File: src/shared/psie_cfg.svh
// Register indices, reset values and write masks of the status and interrupt-enable bank.
`ifndef PSIE_CFG_SVH
`define PSIE_CFG_SVH

// ==========================================================================
// Bus geometry
`define PSIE_ADDR_W 12
`define PSIE_ADDR(idx) ({2'h0, (idx), 2'h0})

// ==========================================================================
// Register indices; the byte address is four times the index
`define PSIE_IDX_STATUS 8'h11
`define PSIE_IDX_IRQEN 8'h12
`define PSIE_IDX_EVENT 8'h13
`define PSIE_IDX_CFG 8'h14

// ==========================================================================
// Reset values and writable-bit masks
`define PSIE_IRQEN_RST 16'h0000
`define PSIE_IRQEN_WMASK 16'hfd7f
`define PSIE_CFG_RST 16'h2000
`define PSIE_CFG_WMASK 16'h2000
`define PSIE_EVENT_RST 16'h0000

// ==========================================================================
// Codes
`define PSIE_RATE_10 2'h0
`define PSIE_RATE_GIG 2'h2
`define PSIE_POL10_RST 1'h1

`endif

File: src/shared/psie_pkg.sv
// Types shared by the status and interrupt-enable bank.
package psie_pkg;

  // Live line state from the transceiver core, sampled every enabled cycle.
  typedef struct packed {
    logic [1:0] resolved_rate;
    logic full_duplex;
    logic neg_resolved;
    logic link_up;
    logic crossover_pairs_cd;
    logic crossover_pairs_ab;
    logic downshift_active;
    logic sleeping;
    logic [3:0] channel_polarity_flags;
    logic pol10_ok;
    logic jabber;
  } psie_line_t;

  // One-cycle event pulses that cannot be derived from the line state.
  typedef struct packed {
    logic neg_fault;
    logic page_rx;
    logic false_carrier;
    logic downshift_event;
    logic wake_packet;
    logic xgmii_err;
  } psie_pulse_t;

  // Layout of the status summary word, bit 15 first.
  typedef struct packed {
    logic [1:0] resolved_rate;
    logic full_duplex;
    logic page_rx;
    logic neg_resolved;
    logic link_up;
    logic crossover_pairs_cd;
    logic crossover_pairs_ab;
    logic downshift_active;
    logic sleeping;
    logic [3:0] channel_polarity_flags;
    logic pol10_ok;
    logic jabber;
  } psie_sts_t;

  // Layout shared by the event flag word and the enable word, bit 15 first.
  typedef struct packed {
    logic neg_fault;
    logic rate_change;
    logic duplex_change;
    logic page_rx;
    logic neg_done;
    logic link_change;
    logic rsvd9;
    logic false_carrier;
    logic rsvd7;
    logic crossover_change;
    logic downshift_event;
    logic sleep_change;
    logic wake_packet;
    logic xgmii_err;
    logic polarity_change;
    logic jabber;
  } psie_evt_t;

endpackage : psie_pkg

File: src/design/psie_regs.sv
// Status summary, event flags, interrupt enables and interrupt pin behind an APB slave.
//
// Summary of operation
// - Bits 15:14 report speed: 00 10M, 01 100M, 10 1000M, 11 reserved.
// - Bit 13 reads 1 for full duplex, 0 for half duplex.
// - Bit 12 latches on a received page and clears when the status word is read.
// - Bit 11 is 1 when negotiation finished or disabled, else 0.
// - Bit 10 shows the present link state, 1 meaning up.
// - Bit 9 gives C/D pair crossover, bit 8 A/B pairs, 1 meaning crossed.
// - Bit 7 is set while negotiating with gigabit abilities masked by downshift.
// - Bit 6 reads 1 while sleeping, 0 while active.
// - Bits 5:2 give polarity of channels D,C,B,A at gigabit link, 1 reversed.
// - Bit 1 gives 10M receive polarity, 1 correct, resetting to 1.
// - Bit 0 copies the jabber flag; reading the status word never clears it.
// - An event raises the interrupt only while its enable bit is set.
// - Enable bits 15..12: negotiation fault, rate, duplex, page; reset 0.
// - Enable bits 11 and 10: negotiation done, link change; reset 0.
// - Enable bit 8 false carrier, bit 6 crossover; bits 9 and 7 read 0.
// - Enable bits 5, 4, 3: downshift event, sleep change, wake packet; reset 0.
// - Event flags set regardless of enables and clear when the flag word is read.
// - Interrupt pin is active low by default; clearing the polarity bit makes it high.
//
// Implementation choice: the APB slave port.
`timescale 1ns/1ps
`default_nettype none
`include "psie_cfg.svh"

module psie_regs (
  // Clock, reset and clock enable
  input wire logic clk,
  input wire logic rst_b,
  input wire logic clk_en,
  // APB slave
  input wire logic psel,
  input wire logic penable,
  input wire logic pwrite,
  input wire logic [`PSIE_ADDR_W-1:0] paddr,
  input wire logic [31:0] pwdata,
  input wire logic [3:0] pstrb,
  output logic [31:0] prdata,
  output logic pready,
  output logic pslverr,
  // Transceiver core
  input wire psie_pkg::psie_line_t line_in,
  input wire psie_pkg::psie_pulse_t pulse_in,
  // Interrupt
  output logic irq,
  output logic irq_pin
);
  import psie_pkg::*;

  // ==========================================================================
  // Registers
  // Every flop below holds its value while the clock enable is low. The only
  // exception is the read data and error capture, which follows the bus and not the core.
  psie_line_t line_q;
  logic page_q;
  logic page_d;
  psie_evt_t ev_q;
  psie_evt_t ev_d;
  logic [15:0] en_q;
  logic [15:0] en_d;
  logic [15:0] cfg_q;
  logic [15:0] cfg_d;
  logic [31:0] rdata_q;
  logic err_q;

  // ==========================================================================
  // APB decode
  // The slave answers with no wait state, but a low clock enable stretches the
  // access phase so that no side effect is lost while state is frozen.
  // The setup cycle captures read data whatever the clock enable does. A master
  // may present its setup while the core is frozen and move on to the access
  // phase at once; gating the capture would then hand it stale data.
  // Capturing a frozen register is harmless, since it cannot change until the
  // enable returns, and all side effects still wait for the enabled access edge.
  // Write effects and read clears happen only at the access edge, never in setup.
  wire setup = psel & ~penable;
  wire done = psel & penable & clk_en;
  wire hit_sts = paddr == `PSIE_ADDR(`PSIE_IDX_STATUS);
  wire hit_en = paddr == `PSIE_ADDR(`PSIE_IDX_IRQEN);
  wire hit_ev = paddr == `PSIE_ADDR(`PSIE_IDX_EVENT);
  wire hit_cfg = paddr == `PSIE_ADDR(`PSIE_IDX_CFG);
  wire hit_any = hit_sts | hit_en | hit_ev | hit_cfg;
  wire rd_sts = done & ~pwrite & hit_sts;
  wire rd_ev = done & ~pwrite & hit_ev;
  wire wr_en = done & pwrite & hit_en;
  wire wr_ev = done & pwrite & hit_ev;
  wire wr_cfg = done & pwrite & hit_cfg;
  wire [15:0] bmask = {{8{pstrb[1]}}, {8{pstrb[0]}}};
  wire [15:0] wdat = pwdata[15:0];

  assign pready = clk_en;
  assign pslverr = err_q & penable;
  assign prdata = rdata_q;

  // ==========================================================================
  // Status summary word, built from the registered line snapshot.
  // Channel polarity only means something at a gigabit link, so it is masked
  // to normal otherwise rather than showing stale core state.
  // All other fields but the page latch pass straight through from the snapshot. The downshift
  // and jabber bits only mean something in certain modes, but they are shown
  // as the core reports them; software has to judge their meaning itself.
  // Reading this word never touches the jabber copy; only the page bit clears.
  wire gig_link = line_q.link_up & (line_q.resolved_rate == `PSIE_RATE_GIG);
  psie_sts_t sts;
  assign sts.resolved_rate = line_q.resolved_rate;
  assign sts.full_duplex = line_q.full_duplex;
  assign sts.page_rx = page_q;
  assign sts.neg_resolved = line_q.neg_resolved;
  assign sts.link_up = line_q.link_up;
  assign sts.crossover_pairs_cd = line_q.crossover_pairs_cd;
  assign sts.crossover_pairs_ab = line_q.crossover_pairs_ab;
  assign sts.downshift_active = line_q.downshift_active;
  assign sts.sleeping = line_q.sleeping;
  assign sts.channel_polarity_flags = gig_link ? line_q.channel_polarity_flags : 4'h0;
  assign sts.pol10_ok = line_q.pol10_ok;
  assign sts.jabber = line_q.jabber;

  // ==========================================================================
  // Event detection: changes are seen against the previous snapshot, so a
  // flag rises in the same cycle that the new state reaches the status word.
  // Level changes of rate, duplex, link, crossover and sleep count both ways;
  // negotiation done and jabber count only on their rising edge.
  // Pulse inputs must last one enabled cycle; a pulse that arrives while the
  // clock enable is low is lost, which the core has to respect.
  psie_evt_t ev_set;
  assign ev_set.neg_fault = pulse_in.neg_fault;
  assign ev_set.rate_change = line_in.resolved_rate != line_q.resolved_rate;
  assign ev_set.duplex_change = line_in.full_duplex != line_q.full_duplex;
  assign ev_set.page_rx = pulse_in.page_rx;
  assign ev_set.neg_done = line_in.neg_resolved & ~line_q.neg_resolved;
  assign ev_set.link_change = line_in.link_up != line_q.link_up;
  assign ev_set.rsvd9 = 1'h0;
  assign ev_set.false_carrier = pulse_in.false_carrier;
  assign ev_set.rsvd7 = 1'h0;
  assign ev_set.crossover_change = {line_in.crossover_pairs_cd, line_in.crossover_pairs_ab}
                                   != {line_q.crossover_pairs_cd, line_q.crossover_pairs_ab};
  assign ev_set.downshift_event = pulse_in.downshift_event;
  assign ev_set.sleep_change = line_in.sleeping != line_q.sleeping;
  assign ev_set.wake_packet = pulse_in.wake_packet;
  assign ev_set.xgmii_err = pulse_in.xgmii_err;
  assign ev_set.polarity_change = {line_in.channel_polarity_flags, line_in.pol10_ok}
                                  != {line_q.channel_polarity_flags, line_q.pol10_ok};
  assign ev_set.jabber = line_in.jabber & ~line_q.jabber;

  // ==========================================================================
  // Next values. Flags set by hardware win over a clear in the same cycle.
  // The flag word clears on read and also accepts write-one-to-clear.
  // An event in the very cycle of a clearing read survives it, but one that lands
  // at the setup edge is missing from the captured data and then cleared, so software can miss it.
  // Reserved enable bits are kept at zero by the write mask, not by the flop.
  // Byte strobes gate each half of a write independently.
  wire [15:0] ev_clr = rd_ev ? 16'hffff : (wr_ev ? (wdat & bmask) : 16'h0000);
  assign ev_d = (ev_q & ~ev_clr) | ev_set;
  assign page_d = pulse_in.page_rx | (page_q & ~rd_sts);
  wire [15:0] en_wm = `PSIE_IRQEN_WMASK & bmask;
  assign en_d = wr_en ? ((en_q & ~en_wm) | (wdat & en_wm)) : en_q;
  wire [15:0] cfg_wm = `PSIE_CFG_WMASK & bmask;
  assign cfg_d = wr_cfg ? ((cfg_q & ~cfg_wm) | (wdat & cfg_wm)) : cfg_q;

  // Read mux for the setup phase; data is held in a flop for the access phase.
  wire [15:0] rd_mux = hit_sts ? sts :
                       hit_en ? en_q :
                       hit_ev ? ev_q :
                       hit_cfg ? cfg_q : 16'h0000;

  // ==========================================================================
  // Interrupt: level while any enabled flag is pending; the pin polarity bit
  // resets to active low. Reading the flag word drops it on the next edge.
  // The enable is applied to the pending flag, not to the event itself, so
  // enabling a source with a flag already pending raises the line at once.
  // The pin is a plain push-pull output here; any open-drain wiring and its
  // pull-up sit outside this block.
  psie_evt_t en_view;
  assign en_view = en_q;
  wire pend = |(ev_q & en_view);
  wire pol_low = cfg_q[13];
  assign irq = pend;
  assign irq_pin = pol_low ? ~pend : pend;

  // ==========================================================================
  // Line snapshot; the 10M polarity bit resets to correct.
  // The core's line state is taken as synchronous to this clock.
  always_ff @(posedge clk or negedge rst_b) begin
    if (!rst_b) begin
      line_q <= '0;
      line_q.pol10_ok <= `PSIE_POL10_RST;
    end else if (clk_en) begin
      line_q <= line_in;
    end
  end

  // Page latch and event flags.
  always_ff @(posedge clk or negedge rst_b) begin
    if (!rst_b) begin
      page_q <= 1'h0;
      ev_q <= `PSIE_EVENT_RST;
    end else if (clk_en) begin
      page_q <= page_d;
      ev_q <= ev_d;
    end
  end

  // Enable and configuration words.
  always_ff @(posedge clk or negedge rst_b) begin
    if (!rst_b) begin
      en_q <= `PSIE_IRQEN_RST;
      cfg_q <= `PSIE_CFG_RST;
    end else if (clk_en) begin
      en_q <= en_d;
      cfg_q <= cfg_d;
    end
  end

  // Read data and error, captured in the setup cycle.
  always_ff @(posedge clk or negedge rst_b) begin
    if (!rst_b) begin
      rdata_q <= 32'h0000_0000;
      err_q <= 1'h0;
    end else if (setup) begin
      rdata_q <= pwrite ? 32'h0000_0000 : {16'h0000, rd_mux};
      err_q <= ~hit_any;
    end
  end
endmodule : psie_regs
`default_nettype wire

File: config.mk
export PLATFORM = sky130hd
export DESIGN_NAME = psie_regs
export DESIGN_NICKNAME = d
export VERILOG_FILES = /design/src/shared/psie_pkg.sv /design/src/design/psie_regs.sv
export VERILOG_INCLUDE_DIRS = /design/src /design/src/shared
export SDC_FILE = /design/constraint.sdc
export NUM_CORES = 1
export LEC_CHECK = 0
export BUFFER_PORTS_ARGS = -buffer_cell sky130_fd_sc_hd__buf_2
export CORE_MARGIN = 3
export CORE_UTILIZATION = 56
export CTS_BUF_LIST = sky130_fd_sc_hd__clkbuf_8
export DETAILED_ROUTE_END_ITERATION = 7
export PLACE_DENSITY = 0.95
export SKIP_CTS_REPAIR_TIMING = 1
export SLEW_MARGIN = 20
export SYNTH_ARGS = -nofsm -noshare
export SYNTH_HDL_FRONTEND = slang
export SYNTH_SLANG_ARGS = --single-unit
File: constraint.sdc
create_clock -name clk -period 4 [get_ports clk]
set_clock_uncertainty 0.1 [all_clocks]
set_input_delay 0.4 -clock clk [delete_from_list [all_inputs] [get_ports clk]]
set_output_delay 0.4 -clock clk [all_outputs]
set_load 0.01 [all_outputs]
==> results.yml, run 1 <==
final_layout:
  n_antenna_cell: 0
  sequential_cell_area_mm2: 0.00160
  final.fill_count: 443
  final_cell_count_no_fill: 439
  fin_nets: 437
  multi_input_area_mm2: 0.00152
  area_delta_synth_final_pct: 14.7
  final_cell_mix: "76 x sky130_fd_sc_hd__buf_2, 62 x sky130_fd_sc_hd__dfrtp_1, 29 x sky130_fd_sc_hd__mux2_2"
  finish.instance_area_mm2: 0.00378
  final_layout_size_suffix_gt1_share_pct: 37.3
  final_common_cell: "sky130_fd_sc_hd__buf_2"
worst_setup_path:
  worstSetupPathType: "reg2out"
  worstPathRequired_ns: 3.50
  crit_path_cell_trace: "a22o_1 -> a221oi_1 -> nand4_1 -> xnor2_1 -> buf_2"
  startpoint_type: "register"
  timing.critical_path.buf_inv: 1
  crit_fanout: 3
  path_delay_family: "compound AO/OA/AOI/OAI gates"
  cp-end-kind: "output pin"
  critical_path_top_delay_cell: "sky130_fd_sc_hd__dfrtp_1"
  crit_arrival_ns: 1.91
  slowest_delay_ns: 0.41
sta:
  max_slew.worst_pin.slew_ns: 0.738
  timing.final.crit_period_ns: 2.41
  fin_crit_sh_pct: 60.4
  report.final.slew_viol_count: 0
  max_clock_freq_mhz: 414
  max-slew-margin-rel_pct: 50.8
  final_hold_viol_count: 0
  finalSetupViolations: 0
  fin_worst_hold_slack_ns: 0.0188
  totalNegativeSetupSlack_ns: 0
  rsz0062_at_grt: "no"
worst_hold_path:
  min_path_type: "in2async"
detailed_routing:
  drt_iter0_drc: 244
  routed-wl-met2_mm: 3.86
  route.top_layer_used: "met4"
  wl_met1_mm: 3.20
  dr_wl_met3_um: 651
  detail_route.first_pass.iterations: 6
  antenna_left: 0
  vias: 2657
  avgRoutedWirePerCell_um: 18.2
  vias_per_cell: 6.05
  post-route-drc-count: 0
  routed_wl_mm: 8.00
cts:
  cts.sink_count: 64
  insertion_delay_ns: 0.34
  tritoncts_clock_tree: "done"
  worst_setup_hold_path_clk_slew_ns: 0.07
  cts.root.buffer_cell: "sky130_fd_sc_hd__clkbuf_8"
  numCtsBuffers: 9
  clk_path_buf_depth: 2
  htree_num_levels: 3
logic_synthesis:
  postSynthAreaPerCell_um2: 11.3
  ys_ff_latch: 64
  synth_top_flop_cell: "sky130_fd_sc_hd__dfrtp_1"
  warning_count_from_the_yosys_run: 0
  async_flop_share_pct: 100
  synth.distinct_cells: 43
  yosysSeqAreaShare_pct: 48.6
  synth_instances: 292
  syn-cell-area_mm2: 0.00330
  synth_edf_count: 0
global_route:
  via_count_of_the_first_global_routing_pass: 2496
  largest_net_degree_at_the_start_of_global_routing: 34
  number_of_antenna_violations_at_the_first_check_in_global_routing: 0
  global_route_overflow: 0
  grt_first_pass_wirelength_mm: 12.4
  track_usage_pct: 25.0
power_and_ir_drop:
  power.density_mw_per_mm2: 330
  max-vdd-ir-drop_v: 0.000199
  leakage_nw: 1.75
status:
  run_status: "complete, no violations"
die:
  floorplan.initialDensity_pct: 58.8
  num_rows: 27
  die_h_um: 82.7
  die-area_mm2: 0.00685
  ios: 111
  placeable_area_mm2: 0.00561
  die_w_um: 82.7
placed_design:
  post_dp_cell_area_mm2: 0.00363
  gp_congestion: 0.930
  place.detailed.instances: 423
  post-dp-hpwl_mm: 5.93
  numPortBuffers: 76
run:
  drv_cap: 0
-- cell type report --
cell class | count | share of cell area (%)
Clock buffer | 9 | 3.27
Clock inverter | 7 | 0.728
Inverter | 3 | 0.298
Multi-Input combinational cell | 205 | 40.3
Sequential cell | 64 | 42.4
Tap cell | 72 | 2.38
Timing Repair Buffer | 79 | 10.7
-- path summary, 6_finish.rpt --
kind                        startpoint                         end  slack, ns  depth (start not counted)
max                            ev_q[5]                     irq_pin       1.59                          5
min                              rst_b  asynchronous set/reset pin       0.02                          1
max reg2reg                 line_q[13]                   prdata[2]       2.63                          3
min reg2reg                  prdata[7]                   prdata[7]       0.38                          2
max in group asynchronous        rst_b                  prdata[12]       2.89                          2
min in group clk           pulse_in[3]                     ev_q[8]       0.18                          2
-- synth_stat cells (all sizes together), types with 4 or more instances --
| cell | number | area (um2) |
|---|---|---|
| xor2 | 6 | 52.6 |
| a21oi | 7 | 35.0 |
| nor3 | 12 | 90.1 |
| nand3 | 16 | 80.1 |
| buf | 25 | 179 |
| o21ai | 8 | 40.0 |
| a22oi | 7 | 52.6 |
| xnor2 | 8 | 70.1 |
| nor2 | 10 | 45.0 |
| and3 | 5 | 31.3 |
| nand2 | 20 | 75.1 |
| a32o | 11 | 110 |
| mux2 | 29 | 327 |
| a221o | 9 | 90.1 |
| dfrtp | 62 | 1550 |
| mux2i | 13 | 130 |
| nor4 | 4 | 37.5 |
| clkbuf | 10 | 37.5 |
-- cells by family after synthesis --
family,after synthesis,synth area share [%]
other,1,0.114
buffers and inverters,38,6.90
AOI/OAI and AO/OA,51,12.3
muxes,42,13.8
DFF,64,48.6
xor gates and xnor gates,14,3.72
and+or+nand+nor,82,14.5
-- metal layers --
| layer | global-route usage [%] | vias up |
|---|---|---|
| met5 | 0 | - |
| met1 | 33.5 | 1288 |
| met3 | 4.23 | 31 |
| li1 | - | 1195 |
| met4 | 13.1 | 0 |
| met2 | 39.0 | 143 |
-- stage by stage --
stage	util [%]	worst slack, ns	power [W]
after global placement	64.7	1.39	0.000817
after global routing	67.4	1.50	0.00130
after CTS	67.4	1.59	0.00126
after detailed placement	64.7	1.35	0.000824
after floorplan	-	1.82	0.000770
final	67.4	1.59	0.00125
-- power breakdown --
group	total, W	switching [W]	internal [W]
Sequential	0.000680	0.0000161	0.000664
Clock	0.000433	0.000223	0.000210
Combinational	0.000135	0.0000784	0.0000570
Total	0.00125	0.000318	0.000930
(Power assumes the default switching activity.)
==> run 2, diff against run 1 <==
ABC_AREA = 1   (was unset)
CORE_UTILIZATION = 49   (was 56)
PLACE_DENSITY = 0.89   (was 0.95)
clock period = 2.2 ns   (was 4 ns; I/O delays follow)
==> run 2 against run 1 <==
Against the previous run: the run now ends with hold timing left; critical path depth increased by 1; core utilization decreased by 6.3 points; worst setup slack got worse by 1.3 ns; power grew 120%; synthesized cell count is 83% higher; final cell count up 63%; combinational power rose by 100%; register-to-register slack worse by 1.7 ns; sequential power up 81%; sequential cell count stayed put; via count is 37% higher; design area up 21%; largest cell class is now multi-input combinational cells.
==> results.yml, run 2 <==
final_layout:
  sequential_cell_area_mm2: 0.00160
  finish.instance_area_mm2: 0.00458
  area_delta_synth_final_pct: 17.6
  multi_input_area_mm2: 0.00182
  final_common_cell: "sky130_fd_sc_hd__nand2_1"
  n_antenna_cell: 0
  final_layout_size_suffix_gt1_share_pct: 24.0
  final_cell_count_no_fill: 715
  final_cell_mix: "178 x sky130_fd_sc_hd__nand2_1, 76 x sky130_fd_sc_hd__buf_2, 67 x sky130_fd_sc_hd__inv_1"
  fin_nets: 686
  final.fill_count: 668
worst_setup_path:
  timing.rr.start: "line_q[14]"
  timing.critical_path.buf_inv: 1
  worstRegToRegCells: 6
  startpoint_type: "register"
  crit_fanout: 3
  r2r-end: "prdata[2]"
  setup.reg_to_reg.worst_slack_ns: 0.97
  critical_path_top_delay_cell: "sky130_fd_sc_hd__dfrtp_1"
  timing_startpoint_of_the_critical_path: "ev_q[0]"
  crit_arrival_ns: 1.59
  path_delay_family: "flip-flops"
  slowest_delay_ns: 0.41
  cp-end-kind: "output pin"
  worstPathRequired_ns: 1.88
  worstSetupPathType: "reg2out"
  crit_path_cell_trace: "nand2_1 -> nand3_1 -> a21oi_1 -> nand3b_1 -> xor2_1 -> buf_2"
detailed_routing:
  routed_wl_mm: 9.89
  drt_iter0_drc: 232
  detail_route.first_pass.iterations: 4
  post-route-drc-count: 0
  vias_per_cell: 5.10
  avgRoutedWirePerCell_um: 13.8
  vias: 3648
  antenna_left: 0
logic_synthesis:
  synth_edf_count: 0
  warning_count_from_the_yosys_run: 0
  synth.top_cells.by_area: "sky130_fd_sc_hd__dfrtp_1 40%, sky130_fd_sc_hd__nand2_1 17%, sky130_fd_sc_hd__nand3_1 7.5%"
  post_synth_most_frequent_cells: "178 x sky130_fd_sc_hd__nand2_1, 67 x sky130_fd_sc_hd__inv_1, 62 x sky130_fd_sc_hd__dfrtp_1, 58 x sky130_fd_sc_hd__nand3_1, 26 x sky130_fd_sc_hd__nor2_1"
  async_flop_share_pct: 100
  netlist.top_cell.by_area: "sky130_fd_sc_hd__dfrtp_1"
  syn-cell-area_mm2: 0.00389
  synth.distinct_cells: 30
  synth_top_flop_cell: "sky130_fd_sc_hd__dfrtp_1"
  yosysSeqAreaShare_pct: 41.2
  yosysTopAreaCellShare_pct: 39.9
  most_repeated_cell_in_the_gate_level_netlist_after_synthesis: "sky130_fd_sc_hd__nand2_1"
  synth_instances: 533
  ys_ff_latch: 64
  postSynthAreaPerCell_um2: 7.30
sta:
  fin_worst_hold_slack_ns: -0.0199
  timing.final.crit_period_ns: 1.91
  rsz0062_at_grt: "no"
  fin_crit_sh_pct: 86.6
  finalSetupViolations: 0
  totalNegativeSetupSlack_ns: 0
  report.final.slew_viol_count: 0
  max_clock_freq_mhz: 525
  final_hold_viol_count: 5
die:
  floorplan.initialDensity_pct: 52.0
  num_rows: 31
  die_w_um: 95.1
  die_h_um: 95.1
  placeable_area_mm2: 0.00749
  die-area_mm2: 0.00905
  ios: 111
power_and_ir_drop:
  p_int_w: 0.00211
  power.density_mw_per_mm2: 610
  seq_power_share_pct: 44.1
  max-vdd-ir-drop_v: 0.000482
  p_comb_share_pct: 9.8
  swShare_pct: 24.3
  clockPowerShare_pct: 46.1
  leakage_nw: 2.76
  fin_total_pwr_w: 0.00279
  total_switching_power_w: 0.000678
global_route:
  grt_first_pass_wirelength_mm: 16.1
  track_usage_pct: 23.3
  largest_net_degree_at_the_start_of_global_routing: 39
  via_count_of_the_first_global_routing_pass: 3608
  global_route_overflow: 0
  number_of_antenna_violations_at_the_first_check_in_global_routing: 0
status:
  run_status: "finished, violations left"
  violations: "hold timing"
worst_hold_path:
  hp-start: "pulse_in[3]"
  min_path_type: "in2reg"
  timing.hold.worst_endpoint: "ev_q[8]"
  whs_path_depth: 3
cts:
  cts.sink_count: 64
  clk_path_buf_depth: 2
  cts.root.buffer_cell: "sky130_fd_sc_hd__clkbuf_8"
  htree_num_levels: 3
  numCtsBuffers: 9
  insertion_delay_ns: 0.36
  tritoncts_clock_tree: "done"
  worst_setup_hold_path_clk_slew_ns: 0.07
placed_design:
  post_dp_cell_area_mm2: 0.00426
  post-dp-hpwl_mm: 7.30
  gp_congestion: 0.930
  numPortBuffers: 76
  place.detailed.instances: 693
run:
  drv_cap: 0
==> run 2: per-layer routing <==
metal  share of wire, %  GRT usage (%)
met5                  0              0
met4                3.2           11.8
met3                8.1           5.60
met2                 49           39.5
met1                 40           27.4
==> run 2: worst max-delay path by stage <==
stage / cells after the start / endpoint / slack [ns]
floorplan: 10 / ev_q[6] / 0.83
finish: 6 / irq_pin / 0.29
CTS: 6 / irq_pin / 0.28
global placement: 9 / ev_q[1] / 0.56
global route: 6 / irq_pin / 0.19
detailed placement: 10 / prdata[0] / 0.51
==> run 2: final cells by class <==
class                           count  area share [%]
Clock buffer                       11            3.31
Clock inverter                      5            2.24
Inverter                           73            5.99
Multi-Input combinational cell    373            39.8
Sequential cell                    64            35.0
Tap cell                           99            2.71
Timing Repair Buffer               90            10.9
==> run 2: kinds of logic (layout without fill, tap and decap cells) <==
logic type,after synthesis,after routing,share of synthesized area [%]
flops,64,64,41.2
buf+inv,111,179,13.5
compound gates,39,39,5.69
simple gates,308,308,37.3
other cells,1,16,0.0963
xor+xnor,10,10,2.25
==> run 2: worst register-to-register path: cells and delay by family (launching register included) <==
family,cells,cell delay (ns)
DFF,1,0.42
and+or+nand+nor,6,0.66
==> run 2: stage by stage <==
step	hold WS, ns	setup slack [ns]	util (%)
3_5_place_dp	0.147	0.505	56.9
2_1_floorplan	-0.176	0.833	-
3_3_place_gp	0.145	0.560	56.9
6_report	-0.0199	0.294	61.1
4_1_cts	-0.240	0.281	60.3
5_1_grt	0.00226	0.187	61.1
==> run 2: power groups by stage <==
| stage | Sequential, W | Combinational, W | Clock, W |
|---|---|---|---|
| floorplan | 0.00125 | 0.000168 | 0 |
| CTS | 0.00123 | 0.000267 | 0.00130 |
| global placement | 0.00125 | 0.000254 | 0 |
| detailed placement | 0.00125 | 0.000265 | 0 |
| finish | 0.00123 | 0.000274 | 0.00129 |
| global route | 0.00123 | 0.000311 | 0.00135 |
